## src/design/spg_pkg.sv

```systemverilog
package spg_pkg;

  localparam logic [7:0] START_MARK      = 8'h3a;
  localparam logic [7:0] STATUS_COUNT    = 8'h04;
  localparam logic [7:0] RESERVED_BYTE   = 8'h00;
  localparam int         STATUS_LEN      = 7;
  localparam int         RPROT_BIT       = 1;
  localparam int         BLANK_BIT       = 0;
  localparam logic [3:0] LAST_FLASH_BLOCK_RST = 4'hf;
  localparam logic [3:0] FIRST_FLASH_BLOCK_RST = 4'hc;
  localparam logic [15:0] BLOCK_SIZE     = 16'h1000;
  localparam logic [15:0] BLOCK_TAIL     = 16'h0fff;

  localparam logic [7:0] CMD_FLASH_WRITE = 8'h30;
  localparam logic [7:0] CMD_RAM_LOADER  = 8'h60;
  localparam logic [7:0] CMD_SUM_OUT     = 8'h90;
  localparam logic [7:0] CMD_PRODUCT_ID  = 8'hc0;
  localparam logic [7:0] CMD_STATUS_OUT  = 8'hc3;
  localparam logic [7:0] CMD_ERASE       = 8'hf0;
  localparam logic [7:0] CMD_PROTECT_SET = 8'hfa;

  typedef enum logic [1:0] {
    SPG_DENY = 2'b00,
    SPG_FREE = 2'b01,
    SPG_PASS = 2'b10
  } spg_perm_type;

  typedef enum logic [6:0] {
    SPG_IDLE   = 7'b0000001,
    SPG_ECHO   = 7'b0000010,
    SPG_STAT   = 7'b0000100,
    SPG_ARG    = 7'b0001000,
    SPG_ERASE  = 7'b0010000,
    SPG_HANDOFF = 7'b0100000,
    SPG_HALT   = 7'b1000000
  } spg_state_type;

endpackage : spg_pkg

```

## src/design/spg_core.sv

```systemverilog
// How it works
// - Status request answers seven bytes: mark, 04H, status, three zeros, checksum.
// - Checksum is two's complement of status plus reserved bytes.
// - Status bit 1 shows read protection on.
// - Status bit 0 is one when the top 32 bytes are not all FFH.
// - Status bits 7 to 2 are always zero.
// - Flash write and RAM loader are refused while read protection is on.
// - Checksum, status, ID always allowed; otherwise non-blank unprotected needs a password.
// - A refused command is echoed, then the device halts.
// - Erase area byte: upper nibble first block, lower nibble last block.
// - Start nibble k gives k*1000H; end nibble gives k*1000H+0FFFH.
// - Start not above end erases the 4 kbyte sectors start through end; under read protection no sector erase starts.
// - Start above end erases the whole array and clears protection.
// - Sector erase over blocks without cells halts the device.
// - In serial mode all port inputs except both UART pins are forced off.
// - Writing one to the port input enable makes port inputs valid again.
// - Port input enable answers only in serial mode; else writes ignored.
// - Password mismatch or format error halts silently until reset.
`timescale 1ns/100ps
`default_nettype none
module spg_core #(
  parameter int PORT_BITS = 24
) (
  input  wire logic                 i_clk,
  input  wire logic                 i_nrst,
  input  wire logic                 i_serial_mode,
  input  wire logic [7:0]           i_rx_data,
  input  wire logic                 i_rx_valid,
  output logic [7:0]                o_tx_data,
  output logic                      o_tx_valid,
  input  wire logic                 i_tx_ready,
  input  wire logic                 i_read_protect_flag,
  input  wire logic                 i_top_not_blank,
  input  wire logic                 i_password_error,
  input  wire logic                 i_service_done,
  output logic                      o_service_start,
  output logic [7:0]                o_service_cmd,
  output logic                      o_service_needs_password,
  output logic                      o_erase_start,
  output logic                      o_erase_chip,
  output logic [15:0]               o_erase_start_addr,
  output logic [15:0]               o_erase_end_addr,
  input  wire logic                 i_erase_done,
  output logic                      o_clear_protect,
  input  wire logic [3:0]           i_first_flash_block,
  input  wire logic [3:0]           i_last_flash_block,
  input  wire logic                 i_port_en_wr,
  input  wire logic                 i_port_en_wdata,
  output logic                      o_port_en_rdata,
  input  wire logic [PORT_BITS-1:0] i_port_pins,
  output logic [PORT_BITS-1:0]      o_port_inputs,
  input  wire logic                 i_uart_port_pin_a,
  input  wire logic                 i_uart_port_pin_b,
  output logic                      o_uart_port_pin_a,
  output logic                      o_uart_port_pin_b,
  output logic                      o_halted
);
  import spg_pkg::*;

  initial begin
    if (PORT_BITS < 1 || PORT_BITS > 64) begin
      $error("PORT_BITS out of range");
    end
  end

  ////////////////////////////////////////////////////////////////////////////
  spg_state_type      state_q, state_d;
  logic [7:0]         cmd_q, cmd_d;
  logic [1:0]         flags_q, flags_d;
  logic [2:0]         idx_q, idx_d;
  logic [7:0]         tx_q, tx_d;
  logic               txv_q, txv_d;
  logic               echo_halt_q, echo_halt_d;
  logic               pass_q, pass_d;
  logic               chip_q, chip_d;
  logic [15:0]        sa_q, sa_d;
  logic [15:0]        ea_q, ea_d;
  logic               erase_go_q, erase_go_d;
  logic               svc_go_q, svc_go_d;
  logic               clr_q, clr_d;
  logic               port_en_q, port_en_d;
  logic [PORT_BITS-1:0] pin_m_q, pin_s_q;
  logic [PORT_BITS-1:0] port_q, port_d;
  logic [1:0]         uart_m_q, uart_s_q;

  spg_perm_type       perm;
  logic               known;
  logic               area_chip;
  logic               area_no_cells;
  logic [15:0]        area_start;
  logic [15:0]        area_end;
  logic [7:0]         status_byte;

  spg_perm u_perm (
    .i_cmd               (i_rx_data),
    .i_read_protect_flag (i_read_protect_flag),
    .i_not_blank         (i_top_not_blank),
    .o_perm              (perm),
    .o_known             (known)
  );

  spg_area u_area (
    .i_area              (i_rx_data),
    .i_first_flash_block (i_first_flash_block),
    .i_last_flash_block  (i_last_flash_block),
    .o_chip              (area_chip),
    .o_start_addr        (area_start),
    .o_end_addr          (area_end),
    .o_no_cells          (area_no_cells)
  );

  ////////////////////////////////////////////////////////////////////////////
  always_comb begin
    status_byte = 8'h00;
    status_byte[RPROT_BIT] = flags_q[1];
    status_byte[BLANK_BIT] = flags_q[0];
  end

  always_comb begin
    state_d     = state_q;
    cmd_d       = cmd_q;
    flags_d     = flags_q;
    idx_d       = idx_q;
    tx_d        = tx_q;
    txv_d       = txv_q;
    echo_halt_d = echo_halt_q;
    pass_d      = pass_q;
    chip_d      = chip_q;
    sa_d        = sa_q;
    ea_d        = ea_q;
    erase_go_d  = 1'b0;
    svc_go_d    = 1'b0;
    clr_d       = 1'b0;
    if (txv_q && i_tx_ready) begin
      txv_d = 1'b0;
    end
    case (state_q)
      SPG_IDLE: begin
        if (i_rx_valid && i_serial_mode) begin
          cmd_d   = i_rx_data;
          flags_d = {i_read_protect_flag, i_top_not_blank};
          pass_d  = (perm == SPG_PASS);
          echo_halt_d = (perm == SPG_DENY) || !known;
          tx_d    = i_rx_data;
          txv_d   = 1'b1;
          state_d = SPG_ECHO;
        end
      end
      SPG_ECHO: begin
        if (!txv_q) begin
          if (echo_halt_q) begin
            state_d = SPG_HALT;
          end else if (cmd_q == CMD_STATUS_OUT) begin
            idx_d   = 3'd0;
            tx_d    = START_MARK;
            txv_d   = 1'b1;
            state_d = SPG_STAT;
          end else if (cmd_q == CMD_ERASE) begin
            state_d = SPG_ARG;
          end else begin
            svc_go_d = 1'b1;
            state_d  = SPG_HANDOFF;
          end
        end
      end
      SPG_STAT: begin
        if (!txv_q || i_tx_ready) begin
          if (idx_q == 3'(STATUS_LEN - 1)) begin
            txv_d   = 1'b0;
            state_d = SPG_IDLE;
          end else begin
            idx_d = idx_q + 3'd1;
            txv_d = 1'b1;
            case (idx_q + 3'd1)
              3'd1:    tx_d = STATUS_COUNT;
              3'd2:    tx_d = status_byte;
              3'd6:    tx_d = 8'(8'h00 - status_byte - RESERVED_BYTE - RESERVED_BYTE - RESERVED_BYTE);
              default: tx_d = RESERVED_BYTE;
            endcase
          end
        end
      end
      SPG_ARG: begin
        if (i_password_error) begin
          state_d = SPG_HALT;
        end else if (i_rx_valid) begin
          chip_d = area_chip;
          sa_d   = area_start;
          ea_d   = area_end;
          if (area_no_cells) begin
            state_d = SPG_HALT;
          end else if (!area_chip && flags_q[1]) begin
            state_d = SPG_ERASE;
          end else begin
            erase_go_d = 1'b1;
            state_d    = SPG_ERASE;
          end
        end
      end
      SPG_ERASE: begin
        // A sector erase under protection never finishes: no start pulse is issued.
        if (i_erase_done && !(flags_q[1] && !chip_q)) begin
          clr_d   = chip_q;
          state_d = SPG_IDLE;
        end
      end
      SPG_HANDOFF: begin
        if (i_password_error) begin
          state_d = SPG_HALT;
        end else if (i_service_done) begin
          state_d = SPG_IDLE;
        end
      end
      SPG_HALT: begin
        txv_d   = 1'b0;
        state_d = SPG_HALT;
      end
      default: begin
        state_d = SPG_HALT;
      end
    endcase
    if (state_q == SPG_HANDOFF && i_password_error) begin
      txv_d = 1'b0;
    end
  end

  always_ff @(posedge i_clk) begin
    if (!i_nrst) begin
      state_q     <= SPG_IDLE;
      cmd_q       <= 8'h00;
      flags_q     <= 2'b00;
      idx_q       <= 3'd0;
      tx_q        <= 8'h00;
      txv_q       <= 1'b0;
      echo_halt_q <= 1'b0;
      pass_q      <= 1'b0;
      chip_q      <= 1'b0;
      sa_q        <= 16'h0000;
      ea_q        <= 16'h0000;
      erase_go_q  <= 1'b0;
      svc_go_q    <= 1'b0;
      clr_q       <= 1'b0;
    end else begin
      state_q     <= state_d;
      cmd_q       <= cmd_d;
      flags_q     <= flags_d;
      idx_q       <= idx_d;
      tx_q        <= tx_d;
      txv_q       <= txv_d;
      echo_halt_q <= echo_halt_d;
      pass_q      <= pass_d;
      chip_q      <= chip_d;
      sa_q        <= sa_d;
      ea_q        <= ea_d;
      erase_go_q  <= erase_go_d;
      svc_go_q    <= svc_go_d;
      clr_q       <= clr_d;
    end
  end

  ////////////////////////////////////////////////////////////////////////////
  always_comb begin
    port_en_d = port_en_q;
    if (i_port_en_wr && i_serial_mode) begin
      port_en_d = i_port_en_wdata;
    end
    port_d = i_serial_mode && !port_en_q ? '0 : pin_s_q;
  end

  always_ff @(posedge i_clk) begin
    if (!i_nrst) begin
      port_en_q <= 1'b0;
      pin_m_q   <= '0;
      pin_s_q   <= '0;
      port_q    <= '0;
      uart_m_q  <= 2'b11;
      uart_s_q  <= 2'b11;
    end else begin
      port_en_q <= port_en_d;
      pin_m_q   <= i_port_pins;
      pin_s_q   <= pin_m_q;
      port_q    <= port_d;
      uart_m_q  <= {i_uart_port_pin_b, i_uart_port_pin_a};
      uart_s_q  <= uart_m_q;
    end
  end

  ////////////////////////////////////////////////////////////////////////////
  assign o_tx_data                = tx_q;
  assign o_tx_valid               = txv_q && (state_q != SPG_HALT);
  assign o_service_start          = svc_go_q;
  assign o_service_cmd            = cmd_q;
  assign o_service_needs_password = pass_q;
  assign o_erase_start            = erase_go_q;
  assign o_erase_chip             = chip_q;
  assign o_erase_start_addr       = sa_q;
  assign o_erase_end_addr         = ea_q;
  assign o_clear_protect          = clr_q;
  assign o_port_en_rdata          = i_serial_mode ? port_en_q : 1'b0;
  assign o_port_inputs            = port_q;
  assign o_uart_port_pin_a        = uart_s_q[0];
  assign o_uart_port_pin_b        = uart_s_q[1];
  assign o_halted                 = (state_q == SPG_HALT);

endmodule : spg_core
`default_nettype wire

```

## src/design/spg_perm.sv

```systemverilog
`timescale 1ns/100ps
`default_nettype none
module spg_perm (
  input  wire logic [7:0]           i_cmd,
  input  wire logic                 i_read_protect_flag,
  input  wire logic                 i_not_blank,
  output spg_pkg::spg_perm_type     o_perm,
  output logic                      o_known
);
  import spg_pkg::*;

  // Chip and sector erase are both under the erase command; the area byte decides later.
  always_comb begin
    o_perm  = SPG_DENY;
    o_known = 1'b1;
    case (i_cmd)
      CMD_SUM_OUT, CMD_PRODUCT_ID, CMD_STATUS_OUT: begin
        o_perm = SPG_FREE;
      end
      CMD_FLASH_WRITE, CMD_RAM_LOADER: begin
        if (i_read_protect_flag) begin
          o_perm = SPG_DENY;
        end else if (i_not_blank) begin
          o_perm = SPG_PASS;
        end else begin
          o_perm = SPG_FREE;
        end
      end
      CMD_ERASE: begin
        o_perm = (i_not_blank) ? SPG_PASS : SPG_FREE;
      end
      CMD_PROTECT_SET: begin
        o_perm = (i_not_blank) ? SPG_PASS : SPG_DENY;
      end
      default: begin
        o_known = 1'b0;
      end
    endcase
  end

endmodule : spg_perm
`default_nettype wire

```

## src/design/spg_area.sv

```systemverilog
`timescale 1ns/100ps
`default_nettype none
module spg_area (
  input  wire logic [7:0]  i_area,
  input  wire logic [3:0]  i_first_flash_block,
  input  wire logic [3:0]  i_last_flash_block,
  output logic             o_chip,
  output logic [15:0]      o_start_addr,
  output logic [15:0]      o_end_addr,
  output logic             o_no_cells
);
  import spg_pkg::*;

  logic [3:0] erase_first_block;
  logic [3:0] erase_last_block;

  always_comb begin
    erase_first_block = i_area[7:4];
    erase_last_block  = i_area[3:0];
    o_chip       = erase_first_block > erase_last_block;
    o_start_addr = 16'({erase_first_block, 12'h000});
    o_end_addr   = 16'({erase_last_block, 12'h000}) | BLOCK_TAIL;
    o_no_cells   = !o_chip && ((erase_first_block < i_first_flash_block) ||
                               (erase_last_block > i_last_flash_block));
  end

endmodule : spg_area
`default_nettype wire

```

## config.mk

```make
export PLATFORM = sky130hd
export DESIGN_NAME = spg_core
export DESIGN_NICKNAME = d
export VERILOG_FILES = /design/src/design/spg_pkg.sv /design/src/design/spg_core.sv /design/src/design/spg_perm.sv /design/src/design/spg_area.sv
export SDC_FILE = /design/constraint.sdc
export NUM_CORES = 1
export LEC_CHECK = 0
export BUFFER_PORTS_ARGS = -buffer_cell sky130_fd_sc_hd__buf_4
export CAP_MARGIN = 10
export CORE_MARGIN = 3
export CORE_UTILIZATION = 25
export CTS_BUF_LIST = sky130_fd_sc_hd__clkbuf_8
export DETAILED_ROUTE_END_ITERATION = 10
export PLACE_DENSITY = 0.46
export RECOVER_POWER = 50
export SETUP_SLACK_MARGIN = 0.2
export SLEW_MARGIN = 20
export SYNTH_ARGS = -nofsm -noshare
export SYNTH_HDL_FRONTEND = slang
export SYNTH_SLANG_ARGS = --single-unit
```

## constraint.sdc

```tcl
create_clock -name i_clk -period 2.77 [get_ports i_clk]
set_input_delay 0.554 -clock i_clk [delete_from_list [all_inputs] [get_ports i_clk]]
set_output_delay 0.554 -clock i_clk [all_outputs]
set_load 0.01 [all_outputs]
```

Yosys cells after proc, flatten, opt, wreduce, memory -nomap -nowiden
Index checks and enable logic that the tools add are counted.
{"block": "totals", "regBits": 132, "in_bits": 54, "out_inout_bits": 82, "elab_cells": 141}
{"block": "op_classes", "add_sub_neg": 2, "magnitude_cmp": 3, "eq_ne": 32, "muxes": 44, "bitwise_logic": 5, "n_reduce_logical": 35}
{"op": "7-bit two-way mux", "count": 11}
{"op": "8-bit equality test (second input constant)", "count": 7}
{"op": "8-bit two-way mux", "count": 6}
{"op": "8-bit one-hot mux with 3 select lines", "count": 2}
{"op": "7-bit one-hot mux with 6 select lines", "count": 1}
{"op": "2-bit inequality test (second input constant)", "count": 8}
{"op": "3-bit two-way mux", "count": 5}
{"op": "7-bit AND reduction", "count": 2}
{"op": "6-bit two-way mux", "count": 2}
{"op": "1-bit two-way mux", "count": 11}
{"op": "1-bit logical AND", "count": 10}
{"op": "5-bit OR reduction", "count": 2}
{"op": "8-bit by 6-bit equality test with 1-bit output (second input constant)", "count": 1}
{"op": "8-bit by 7-bit equality test with 1-bit output (second input constant)", "count": 1}
{"op": "4-bit > comparator", "count": 2}
{"op": "2-bit one-hot mux with 4 select lines", "count": 1}
{"op": "7-bit by 1-bit equality test with 1-bit output (second input constant)", "count": 1}
{"op": "7-bit by 2-bit equality test with 1-bit output (second input constant)", "count": 1}
{"op": "7-bit by 3-bit equality test with 1-bit output (second input constant)", "count": 1}
{"op": "7-bit by 4-bit equality test with 1-bit output (second input constant)", "count": 1}
{"op": "7-bit by 5-bit equality test with 1-bit output (second input constant)", "count": 1}
{"op": "7-bit by 6-bit equality test with 1-bit output (second input constant)", "count": 1}
{"op": "7-bit equality test (second input constant)", "count": 1}
{"op": "7-bit inequality test (second input constant)", "count": 1}
{"op": "23 further kinds", "count": 41}

Logic depth before layout (Yosys ltp)
{"block": "logic_depth", "word_depth": 7, "ltp_mapped": 8}

By module
A second synthesis with hierarchy kept.
{"block": "unflattened", "cells_unflattened": 624, "area_unflattened_um2": 5795.6}
{"module": "spg_core", "n_inst": 1, "cells_each": 533, "area_each_um2": 5108.6, "seq_area_each_um2": 2882.8}
{"module": "spg_area", "n_inst": 1, "cells_each": 71, "area_each_um2": 539.3, "seq_area_each_um2": 0.0}
{"module": "spg_perm", "n_inst": 1, "cells_each": 20, "area_each_um2": 147.6, "seq_area_each_um2": 0.0}

Least setup slack after synthesis
OpenSTA, ideal clock, no wires.
{"block": "synth_timing", "path_type": "reg-to-reg", "startpoint": "register state_q[0]", "endpoint": "register state_q[0]", "setup_time_ns": 0.128, "t_arrival_ns": 1.905, "slack_ns": 0.736, "stages_incl_launch_ff": 7, "n_path_buf": 1, "path_cell_list": "dfxtp_1 -> buf_6 -> or4_4 -> or3_4 -> or3_4 -> o211a_2 -> mux2i_1"}
{"block": "synth_via", "elab_chain_cells": 3}
{"item": "from (decl)", "line_no": "spg_core.sv:67", "rtl": "spg_state_type state_q, state_d;"}
{"item": "from (signal assigned)", "line_no": "spg_core.sv:244", "rtl": "state_q <= state_d;"}
{"item": "7-bit by 6-bit equality test with 1-bit output (tied with other cells)", "line_no": "spg_core.sv:137", "rtl": "case (state_q)"}
{"item": "3-bit inequality test (no line) or 2-bit inequality test (tied branches)"}
{"item": "7-bit AND reduction (no line)"}
Parallel ways exist; a longest one is shown, timed or not.
A chain may end at the register's enable or synchronous reset.

Worst setup path after layout
{"block": "layout_timing", "startpoint": "register state_q[0]", "endpoint": "output o_tx_valid"}
{"block": "layout_via", "elab_chain_cells": 2}
{"item": "7-bit inequality test", "line_no": "spg_core.sv:290", "rtl": "assign o_tx_valid = txv_q && (state_q != SPG_HALT);"}
{"item": "1-bit logical AND", "line_no": "spg_core.sv:290"}
{"item": "to (decl)", "line_no": "spg_core.sv:30", "rtl": "output logic o_tx_valid,"}
No other way between the ends.

==> flow_metrics.env <==
export IMPL_status="complete, no violations"
export IMPL_synthArstFlopShare_pct=0
export IMPL_grt_usage_pct=12.4
export IMPL_final_antenna_net_count=0
export IMPL_h_tree_depth=4
export IMPL_start_util_pct=25.9
export IMPL_clock_latency_ns=0.44
export IMPL_ys_top_cells_by_area="dfxtp_1 49%, and2_1 9.7%, a21oi_1 5.2%"
export IMPL_stdcell_count=917
export IMPL_ios=136
export IMPL_cts_sinks=121
export IMPL_cp_end_kind="primary output"
export IMPL_placement_rows=50
export IMPL_wl_met3_mm=1.03
export IMPL_cts_repair_resize_count=0
export IMPL_drive_gt1_share_pct=22.5
export IMPL_nNetsFinal=714
export IMPL_max_cap_violations=0
export IMPL_synth_seq_cells=121
export IMPL_via_count=4017
export IMPL_first_pass_iters=4
export IMPL_period_needed_ns=2.41
export IMPL_report_final_slew_viol_count=0
export IMPL_synthFlopType="dfxtp_1"
export IMPL_die_y_um=146
export IMPL_numPortBuffers=123
export IMPL_root_buffer="clkbuf_8"
export IMPL_path_clk_slew_ns=0.07
export IMPL_cts_tree="done"
export IMPL_critPathRequiredTime_ns=2.22
export IMPL_tns_ns=0
export IMPL_power_per_cell_area_mw_per_mm2=640
export IMPL_areaGrowthSynthToFinish_pct=28.6
export IMPL_via_per_inst=4.38
export IMPL_synth_warnings=0
export IMPL_die_area_sq_mm=0.0213
export IMPL_path_max_fanout=16
export IMPL_syn_inst=533
export IMPL_seq_area_frac_synth_pct=49.4
export IMPL_drt_total_wl_mm=13.2
export IMPL_drc=0
export IMPL_fmax_mhz=415
export IMPL_cts_buffer_depth=2
export IMPL_grt_pass1_wl_mm=21.0
export IMPL_cts_hold_buf=0
export IMPL_cp_data_arrival_time_ns=1.86
export IMPL_setup_viol=0
export IMPL_first_iter_violations=173
export IMPL_place_inst=885
export IMPL_finClkSkew_ns=0.0116
export IMPL_synth_edf_count=0
export IMPL_finalCritPeriodShare_pct=87.0
export IMPL_core_sq_mm=0.0190
export IMPL_routabilityCongestion=0.797
export IMPL_synth_area_sq_mm=0.00490
export IMPL_yosysTopAreaCell="dfxtp_1"
export IMPL_grt_pass1_vias=3986
export IMPL_cts_setup_buffers=0
export IMPL_cts_buffers=17
export IMPL_antenna_cells=0
export IMPL_rsz0062_at_grt="false"
export IMPL_syn_avg_cell_area_sq_um=9.20
export IMPL_ir_drop_uv=298
export IMPL_postPlaceCellArea_sq_mm=0.00596
export IMPL_gr_total_overflow=0
export IMPL_antenna_found_initial=0
export IMPL_synth_top_area_share_pct=49.4
export IMPL_chipWidth_um=146
export IMPL_design_area_sq_mm=0.00630
export IMPL_dr_max_layer_used="met4"
export IMPL_cp_start_kind="register"
export IMPL_leakagePower_nw=2.60
export IMPL_hold_path_class="in2reg"
export IMPL_dr_wl_met2_mm=5.80
export IMPL_m1WireLength_mm=6.20
export IMPL_critPathKind="reg2out"
export IMPL_grt_max_degree=62
export IMPL_synth_distinct_cells=62
export IMPL_dpl_hpwl_mm=9.47
export IMPL_hold_violations=0
export IMPL_wl_per_cell_um=14.4
export IMPL_tightest_slew_ns=0.992
export IMPL_max_slew_margin_pct=33.9
-- cells in the mapped netlist (2+ instances only) --
master	count
nor2b_1	4
nand4b_1	2
xnor2_1	2
or4_1	3
dfxtp_1	121
o21a_1	3
clkbuf_1	21
nor3b_1	2
nor2_1	18
ha_1	16
a211oi_1	12
mux2i_1	3
buf_1	2
and2_1	76
and3_1	3
nor3_2	2
or3_4	2
xor2_1	2
buf_2	2
inv_1	20
nand2b_1	13
nand4_1	2
a21oi_1	51
nand3_1	11
a21o_1	2
buf_4	23
nand3b_1	2
nor3_1	8
a31oi_1	2
nand2_1	54
o21ai_0	12
o32ai_1	3
nor4_1	5
-- path summary, 6_finish.rpt --
path,startpoint,endpoint,slack (ns),cells after the start
min reg2reg,uart_m_q[0],uart_s_q[0],0.40,1
min,i_uart_port_pin_b,uart_m_q[1],0.31,2
max reg2reg,state_q[5],state_q[0],0.58,5
max,state_q[0],o_tx_valid,0.36,5
-- registers in the layout (all words and copies together) (netlist names) --
name                      cells
o_service_needs_password      1
o_service_start               1
txv_q                         1
o_service_cmd                 8
flags_q                       2
o_clear_protect               1
o_erase_start_addr            4
o_port_inputs                24
port_en_q                     1
echo_halt_q                   1
pin_s_q                      24
o_erase_start                 1
o_erase_chip                  1
state_q                       7
uart_s_q                      2
idx_q                         3
uart_m_q                      2
o_tx_data                     8
pin_m_q                      24
o_erase_end_addr              5
-- metrics by stage --
step,utilization [%],setup WS [ns],total power [W],hold WS (ns)
6_report,33.2,0.360,0.00403,0.310
5_1_grt,33.2,0.253,0.00424,0.276
4_1_cts,33.7,0.307,0.00411,0.269
3_5_place_dp,31.5,0.594,0.00240,0.408
3_3_place_gp,31.5,0.657,0.00240,0.404
2_1_floorplan,-,0.736,0.00219,0.386
-- critical path: stages, from the launching register on --
cell and delay, ns:
dfxtp_1 0.32, buf_4 0.19, nor2_1 0.31, nand4b_1 0.24, and2_1 0.22, buf_4 0.14
-- layer usage --
| metal | global-route usage (%) | vias to the layer above |
|---|---|---|
| met2 | 18.6 | 159 |
| met4 | 5.32 | 0 |
| met3 | 4.69 | 18 |
| met5 | 0 | - |
| li1 | - | 1991 |
| met1 | 16.1 | 1849 |
-- kinds of logic (layout without fill, tap and decap cells) --
kind of cell	Yosys count	in the layout	synth area share [%]
AND/OR/NAND/NOR	215	215	24.5
XOR/XNOR	4	4	0.715
adder cells (fa/ha/maj)	16	16	4.08
multiplexers	4	4	0.842
buffers and inverters	69	182	7.25
AO/OA/AOI/OAI	103	103	13.1
flip-flops	121	121	49.4
other	1	12	0.0765
-- where the power goes --
part           switching [W]  leakage (nW)  total (W)  internal, W
logic               0.000262          1.39   0.000481     0.000219
registers          0.0000464         0.991    0.00187      0.00182
clock network       0.000764         0.211    0.00168     0.000919
-- cell usage in the layout (no fill, tap or decap), types with 8 or more instances in the layout --
cell      netlist  routed
nor2_1         18      18
ha_1           16      16
buf_4          23     108
inv_1          20      21
nand2b_1       13      13
a21oi_1        51      51
nand3_1        11      11
and2_0          0      23
nor3_1          8       8
nand2_1        54      54
and2_1         76      53
clkbuf_1       21      21
conb_1          1      12
a211oi_1       12      12
o21ai_0        12      12
dfxtp_1       121     121
clkbuf_8        0      18
-- area by class of cell --
type	count	area [sq um]
Tap cell	260	325
Multi-Input combinational cell	354	2160
Inverter	20	75.1
Timing Repair Buffer	130	895
Fill cell	1982	12700
Sequential cell	121	2420
Clock inverter	14	171
Clock buffer	18	248
(Power assumes the default switching activity.)
